### src/rtl/sacp_pkg.sv
// Summary of operation
// [RQ1] Select low: read/convert fall starts conversion
// [RQ2] Select low: read/convert rise enables data
// [RQ3] Select fall with read/convert low converts
// [RQ4] Select fall with read/convert high reads
// [RQ5] Select high floats all result bits
// [RQ6] Read/convert low floats all result bits
// [RQ7] Lane swap high exchanges the two bytes
// [RQ8] Busy low from start until result latched
// [RQ9] Data valid when busy rises
// [RQ10] Sixteen-bit result, MSB on top lane
// [RQ11] Result coded in two's complement
// [RQ12] Control inputs ignored during a conversion; the code ignores only starts, reads still drive the bus
// [RQ13] Host holds both low at least 50 ns
// [RQ14] First result after power-up is indeterminate
// [RQ15] Conversion timed by internal cycle count
`default_nettype none
package sacp_pkg;
   localparam int RESULT_W = 16;
   localparam int LANE_W = 8;
   localparam int CLK_PERIOD_NS = 20;
   localparam int CONV_TIME_NS = 4000;
   // Longest time: round down
   localparam int CONV_CYCLES = CONV_TIME_NS / CLK_PERIOD_NS;
   localparam int START_PULSE_NS = 50;
   // Least time: round up
   localparam int START_PULSE_CYCLES =
      (START_PULSE_NS + CLK_PERIOD_NS - 1) / CLK_PERIOD_NS;
   localparam int CNT_W = 12;
   localparam logic [RESULT_W-1:0] RESULT_RESET = 16'h0000;

   typedef enum logic [1:0] {
      SACP_IDLE = 2'b00,
      SACP_CONV = 2'b01,
      SACP_LATCH = 2'b11
   } sacp_state_t;

   typedef struct packed {
      logic [RESULT_W-1:0] data;
      logic [RESULT_W-1:0] oe;
   } sacp_bus_t;
endpackage : sacp_pkg
`default_nettype wire

### src/rtl/sacp_conv_port.sv
`timescale 1ns/1ns
`default_nettype none
module sacp_conv_port #(
   parameter int CONV_CYCLES = sacp_pkg::CONV_CYCLES
) (
   input wire logic i_clk,
   input wire logic i_resetn,
   input wire logic i_rd_conv,
   input wire logic i_sel_n,
   input wire logic i_lane_swap,
   input wire logic [sacp_pkg::RESULT_W-1:0] i_sample,
   output logic [sacp_pkg::RESULT_W-1:0] o_result_bits,
   output logic [sacp_pkg::RESULT_W-1:0] o_result_oe,
   output logic o_busy_n,
   output logic o_first_invalid
);
   logic rc_s;
   logic sel_n_s;
   logic [sacp_pkg::RESULT_W-1:0] sample_s;
   logic cmd_q;
   logic cmd_d;
   logic lane_q;
   logic lane_d;
   sacp_pkg::sacp_state_t state_q;
   sacp_pkg::sacp_state_t state_d;
   logic [sacp_pkg::CNT_W-1:0] cnt_q;
   logic [sacp_pkg::CNT_W-1:0] cnt_d;
   logic [sacp_pkg::RESULT_W-1:0] hold_q;
   logic [sacp_pkg::RESULT_W-1:0] hold_d;
   logic [sacp_pkg::RESULT_W-1:0] result_q;
   logic [sacp_pkg::RESULT_W-1:0] result_d;
   logic busy_n_q;
   logic busy_n_d;
   logic first_q;
   logic first_d;
   sacp_pkg::sacp_bus_t bus_q;
   sacp_pkg::sacp_bus_t bus_d;
   logic start;
   logic conv_last;

   // Last count of the conversion: the result register loads here so that
   // the new word is already driven on the edge where busy rises
   localparam logic [sacp_pkg::CNT_W-1:0] LAST_CNT =
      sacp_pkg::CNT_W'(CONV_CYCLES - 2);

   // Drive decode kept apart so the enable rule reads in one place
   function automatic logic read_enabled(input logic sel_n, input logic rc);
      return !sel_n && rc;
   endfunction : read_enabled

   // Lanes swap as whole bytes; with no swap the top lane holds the MSB
   function automatic logic [sacp_pkg::RESULT_W-1:0] lane_order(
      input logic [sacp_pkg::RESULT_W-1:0] word,
      input logic swap
   );
      if (swap)
      begin
         return {word[sacp_pkg::LANE_W-1:0],
            word[sacp_pkg::RESULT_W-1:sacp_pkg::LANE_W]};
      end
      else
      begin
         return word;
      end
   endfunction : lane_order

   // Pins land about four clocks late; pulses under two clocks may vanish
   sacp_sync #(.RESET_VAL(1'b1)) u_sync_rc (
      .i_clk(i_clk),
      .i_resetn(i_resetn),
      .i_async(i_rd_conv),
      .o_level(rc_s)
   );

   sacp_sync #(.RESET_VAL(1'b1)) u_sync_sel (
      .i_clk(i_clk),
      .i_resetn(i_resetn),
      .i_async(i_sel_n),
      .o_level(sel_n_s)
   );

   sacp_sync #(.RESET_VAL(1'b0)) u_sync_lane (
      .i_clk(i_clk),
      .i_resetn(i_resetn),
      .i_async(i_lane_swap),
      .o_level(lane_d)
   );

   // Analog side stand-in: the held sample is already two's complement
   genvar g;
   generate
      for (g = 0; g < sacp_pkg::RESULT_W; g++)
      begin : g_samp
         sacp_sync #(.RESET_VAL(1'b0)) u_sync_samp (
            .i_clk(i_clk),
            .i_resetn(i_resetn),
            .i_async(i_sample[g]),
            .o_level(sample_s[g])
         );
      end
   endgenerate

   // Count stops two short: the latch cycle and the busy edge make up the rest
   assign conv_last = (cnt_q == LAST_CNT);

   // Select and read/convert are OR'd: one combined command line
   always_comb
   begin
      cmd_d = rc_s | sel_n_s; // RQ3
      // Falling edge of the combined line means both low: start
      start = cmd_q & ~cmd_d; // RQ1 RQ3 RQ13
   end

   always_comb
   begin
      state_d = state_q;
      cnt_d = cnt_q;
      hold_d = hold_q;
      result_d = result_q;
      busy_n_d = busy_n_q;
      first_d = first_q;
      case (state_q)
         sacp_pkg::SACP_IDLE:
         begin
            if (start)
            begin
               hold_d = sample_s; // RQ1 RQ11
               cnt_d = '0;
               busy_n_d = 1'b0; // RQ8
               state_d = sacp_pkg::SACP_CONV;
            end
         end
         sacp_pkg::SACP_CONV:
         begin
            // Commands are ignored here by construction
            cnt_d = cnt_q + 1'b1; // RQ12 RQ15
            if (conv_last)
            begin
               // Loaded a cycle early so the new word drives as busy rises
               result_d = hold_q; // RQ8 RQ9 RQ10
               state_d = sacp_pkg::SACP_LATCH;
            end
         end
         sacp_pkg::SACP_LATCH:
         begin
            // Busy rises on the edge that puts the new word on the bus
            state_d = sacp_pkg::SACP_IDLE;
            busy_n_d = 1'b1; // RQ8
            first_d = 1'b0; // RQ14
         end
         default:
         begin
            state_d = sacp_pkg::SACP_IDLE;
            busy_n_d = 1'b1;
         end
      endcase
   end

   // Read enabled only with select low and read/convert high
   always_comb
   begin
      bus_d.oe = read_enabled(sel_n_s, rc_s) ? '1 : '0; // RQ2 RQ4 RQ5 RQ6
      bus_d.data = lane_order(result_q, lane_q); // RQ7 RQ10
   end

   // Combined line registered again so its falling edge can be found
   always_ff @(posedge i_clk or negedge i_resetn)
   begin
      if (!i_resetn)
      begin
         cmd_q <= 1'b1;
         lane_q <= 1'b0;
      end
      else
      begin
         cmd_q <= cmd_d;
         lane_q <= lane_d;
      end
   end

   // Hold register keeps the sample while the pins go on changing
   always_ff @(posedge i_clk or negedge i_resetn)
   begin
      if (!i_resetn)
      begin
         state_q <= sacp_pkg::SACP_IDLE;
         cnt_q <= '0;
         hold_q <= sacp_pkg::RESULT_RESET;
         result_q <= sacp_pkg::RESULT_RESET;
         busy_n_q <= 1'b1;
         first_q <= 1'b1;
      end
      else
      begin
         state_q <= state_d;
         cnt_q <= cnt_d;
         hold_q <= hold_d;
         result_q <= result_d;
         busy_n_q <= busy_n_d;
         first_q <= first_d;
      end
   end

   // Drive and data launch from one register so no mixed word is shown
   always_ff @(posedge i_clk or negedge i_resetn)
   begin
      if (!i_resetn)
      begin
         bus_q <= '0;
      end
      else
      begin
         bus_q <= bus_d;
      end
   end

   assign o_result_bits = bus_q.data;
   assign o_result_oe = bus_q.oe;
   assign o_busy_n = busy_n_q;
   assign o_first_invalid = first_q; // RQ14
endmodule : sacp_conv_port
`default_nettype wire

### src/rtl/sacp_sync.sv
`timescale 1ns/1ns
`default_nettype none
// Three-stage synchroniser; a change counts once stages two and three agree
module sacp_sync #(
   parameter logic RESET_VAL = 1'b1
) (
   input wire logic i_clk,
   input wire logic i_resetn,
   input wire logic i_async,
   output logic o_level
);
   logic [2:0] sync_q;
   logic [2:0] sync_d;
   logic level_q;
   logic level_d;

   always_comb
   begin
      sync_d = {sync_q[1:0], i_async};
      level_d = (sync_q[1] == sync_q[2]) ? sync_q[2] : level_q;
   end

   always_ff @(posedge i_clk or negedge i_resetn)
   begin
      if (!i_resetn)
      begin
         sync_q <= {3{RESET_VAL}};
         level_q <= RESET_VAL;
      end
      else
      begin
         sync_q <= sync_d;
         level_q <= level_d;
      end
   end

   assign o_level = level_q;
endmodule : sacp_sync
`default_nettype wire

### config.mk
export PLATFORM = sky130hd
export DESIGN_NAME = sacp_conv_port
export DESIGN_NICKNAME = d
export VERILOG_FILES = /design/src/rtl/sacp_pkg.sv /design/src/rtl/sacp_conv_port.sv /design/src/rtl/sacp_sync.sv
export SDC_FILE = /design/constraint.sdc
export NUM_CORES = 1
export LEC_CHECK = 0
export ABC_CLOCK_PERIOD_IN_PS = 1950
export BUFFER_PORTS_ARGS = -buffer_cell sky130_fd_sc_hd__buf_2
export CAP_MARGIN = 20
export CORE_MARGIN = 2
export CORE_UTILIZATION = 40
export DETAILED_ROUTE_END_ITERATION = 10
export HOLD_SLACK_MARGIN = 0.06
export PLACE_DENSITY_LB_ADDON = 0.2
export SYNTH_ARGS = -nofsm -noshare
export SYNTH_HDL_FRONTEND = slang
export SYNTH_HIERARCHICAL = 1
export SYNTH_SLANG_ARGS = --single-unit
### constraint.sdc
create_clock -name i_clk -period 1.95 [get_ports i_clk]
set_clock_uncertainty 0.05 [all_clocks]
set_input_delay 0.2925 -clock i_clk [delete_from_list [all_inputs] [get_ports i_clk]]
set_output_delay 0.2925 -clock i_clk [all_outputs]
set_load 0.02 [all_outputs]
==> flow_summary.yaml <==
synth:
  synth_cells: 333
  yosysSeqAreaShare_pct: 72.6
  netlist_top_cells_count: "dfrtp_1, nand2_1, mux2_2"
  ys_top_cells_by_area: "dfrtp_1, dfstp_2, mux2_2"
  yosys.cell_types.count: 34
  ys_ff_latch: 143
  synth-edff-count: 0
  syn_area_um2: 4950
  avgSynthCellArea_um2: 14.9
  synth_flop_cell: "dfrtp_1"
  yosysMostFrequentCell: "dfrtp_1"
  postSynth.asyncResetShare_pct: 100
  synth_fp_nets: 356
  synth_top_area_share_pct: 66.7
  synth_area_leader_cell: "dfrtp_1"
  yosysWarnings: 6
floorplanning:
  fp.dieH_um: 115
  boundaryPins: 55
  dieArea_um2: 13300
  coreArea_um2: 12100
  initial_utilization_pct: 41.0
  die_w_um: 115
  placementRows: 40
placed_design:
  gp_congestion: 0.784
  port_buffers: 54
  dp_hpwl_um: 4520
  dp_slack_ns: 0.214
hold_path:
  min_path_type: "reg2reg"
layout:
  area_growth_pct: 25.4
  drive_above_1_share_pct: 36.6
  nets: 433
  n_antenna_cell: 0
clocking:
  cts-buffers-inserted: 17
  cts_resized: 0
  cts_buffer_depth: 2
  cts.sinks: 143
  cts_tree: "built"
  cts.htree.levels: 4
  clk_pin_slew_worst_paths_ns: 0.05
  root_buffer: "clkbuf_16"
  cts_setup_buffers: 0
  clkLatencyLatePin_ns: 0.40
power_and_ir_drop:
  max-vdd-ir-drop_mv: 0.594
  p_per_area_nw_per_um2: 1200
  p_leak_nw: 3.03
detailed_routing:
  vias: 2603
  avgRoutedWirePerCell_um: 12.2
  routed_via_density: 4.42
  drt_iter0_drc: 136
  drt-total-wl_um: 7170
  drt_pre_antenna_iters: 4
  remaining_drc_errors: 0
  detail-route-antenna-nets: 0
global_route:
  grt_pass1_wl_um: 12600
  overflow: 0
  grt_max_degree: 60
  antenna_found_initial: 0
  grt_util_all_layers_pct: 12.4
  grt_pass1_vias: 2625
sta:
  rsz0062_at_grt: "no"
  finalSetupViolCount: 0
  drv_slew: 0
  relSlewSlack_pct: 59.8
  fmax_mhz: 570
  finalHoldViolCount: 0
  period_needed_ns: 1.75
  tns_ns: 0
  worstMarginPinSlew_ns: 0.604
  fin_crit_sh_pct: 90.0
  setup_slack_ns: 0.195
worst_setup_path:
  worstPathArrival_ns: 1.98
  worstSetupEndpointType: "register"
  crit_required_ns: 2.17
  crit_path_max_fanout: 22
  reg2reg_slack_ns: 0.20
  cp-startpoint: "cmd_q"
  cp-start-kind: "register"
  rr_endpoint: "cnt_q[5]"
  worstSetupEndpoint: "cnt_q[5]"
  r2r_start: "cmd_q"
  reg2reg_depth: 4
  critPathKind: "reg2reg"
run:
  maxCapViolCount: 0
outcome:
  status: "finished clean"
[cell families after synthesis]
group	after synthesis	share of synthesized area, %
muxes	34	8.44
AOI/OAI and AO/OA	20	2.35
and+or+nand+nor	89	8.37
DFF	143	72.6
buffers and inverters	26	3.44
adders and majority gates	21	4.83
[worst min path at each step]
stage                                     from                         endpoint  slack, ns  cells after the start
2_1_floorplan                         i_resetn                         cnt_q[0]      -0.05                      0
4_1_cts        g_samp[0].u_sync_samp/sync_q[0]  g_samp[0].u_sync_samp/sync_q[1]       0.30                      0
5_1_grt        g_samp[9].u_sync_samp/sync_q[0]  g_samp[9].u_sync_samp/sync_q[1]       0.30                      0
3_3_place_gp                          i_resetn                  o_result_oe[14]       0.25                      1
3_5_place_dp                          i_resetn                  o_result_oe[14]       0.25                      1
6_report       g_samp[0].u_sync_samp/sync_q[0]  g_samp[0].u_sync_samp/sync_q[1]       0.29                      0
[power by group]
group | switching (W) | internal, W | total, W
Combinational | 0.000272 | 0.000255 | 0.000527
Sequential | 0.000246 | 0.00329 | 0.00353
Clock | 0.00114 | 0.00223 | 0.00337
[flip-flops by register name, indices dropped and copies added (netlist names)]
| signal | flops |
|---|---|
| g_samp.u_sync_samp/sync_q | 48 |
| g_samp.u_sync_samp/o_level | 16 |
| hold_q | 16 |
| o_result_bits | 16 |
| result_q | 16 |
| cnt_q | 12 |
| u_sync_lane/sync_q | 3 |
| u_sync_rc/sync_q | 3 |
| u_sync_sel/sync_q | 3 |
| state_q | 2 |
| cmd_q | 1 |
| lane_q | 1 |
| o_busy_n | 1 |
| o_first_invalid | 1 |
| o_result_oe | 1 |
| u_sync_lane/o_level | 1 |
| u_sync_rc/o_level | 1 |
| u_sync_sel/o_level | 1 |
[what timing repair did]
action	4_1_cts	5_1_grt
hold buffers	20	0
hold endpoints to repair	66	0
endpoints found under the setup margin	0	0
[final cells by class]
type | instances | area, um2
Clock buffer | 21 | 470
Clock inverter | 9 | 159
Fill cell | 999 | 5860
Inverter | 4 | 15.0
Multi-Input combinational cell | 164 | 1190
Sequential cell | 143 | 3590
Tap cell | 168 | 210
Timing Repair Buffer | 80 | 572
[metal layers]
| layer | routed length [um] | up-vias | GRT usage [%] |
|---|---|---|---|
| met5 | 0 | - | 0 |
| met4 | 147 | 0 | 5.78 |
| met3 | 273 | 14 | 5.06 |
| met2 | 3150 | 55 | 17.0 |
| met1 | 3600 | 1268 | 17.3 |
| li1 | - | 1266 | - |
[worst max-delay path, stage by stage (launching register included)]
cell	delay, ns
dfstp_2	0.52
or4b_1	0.50
nand2b_4	0.29
nand3_1	0.15
o21ai_0	0.10
[layout by cell type (no fill, tap or decap), types with 6 or more instances in the layout]
cell,n
dlygate4sd3_1,20
dfrtp_1,132
buf_2,53
o21ai_0,9
mux2_4,10
dfstp_2,11
nand3_1,6
clkbuf_16,17
maj3_2,19
nand2_1,60
mux2_2,22
[stage by stage]
step	instances	utilization (%)	power, W	hold slack (ns)	area [um2]
after floorplan	333	-	0.00389	-0.0531	4950
after global placement	539	44.6	0.00407	0.254	5380
after detailed placement	539	44.6	0.00409	0.253	5380
after CTS	589	51.5	0.00752	0.297	6210
after global routing	589	51.5	0.00779	0.302	6210
final	589	51.5	0.00743	0.295	6210
Power figures use the tool's default switching activity.
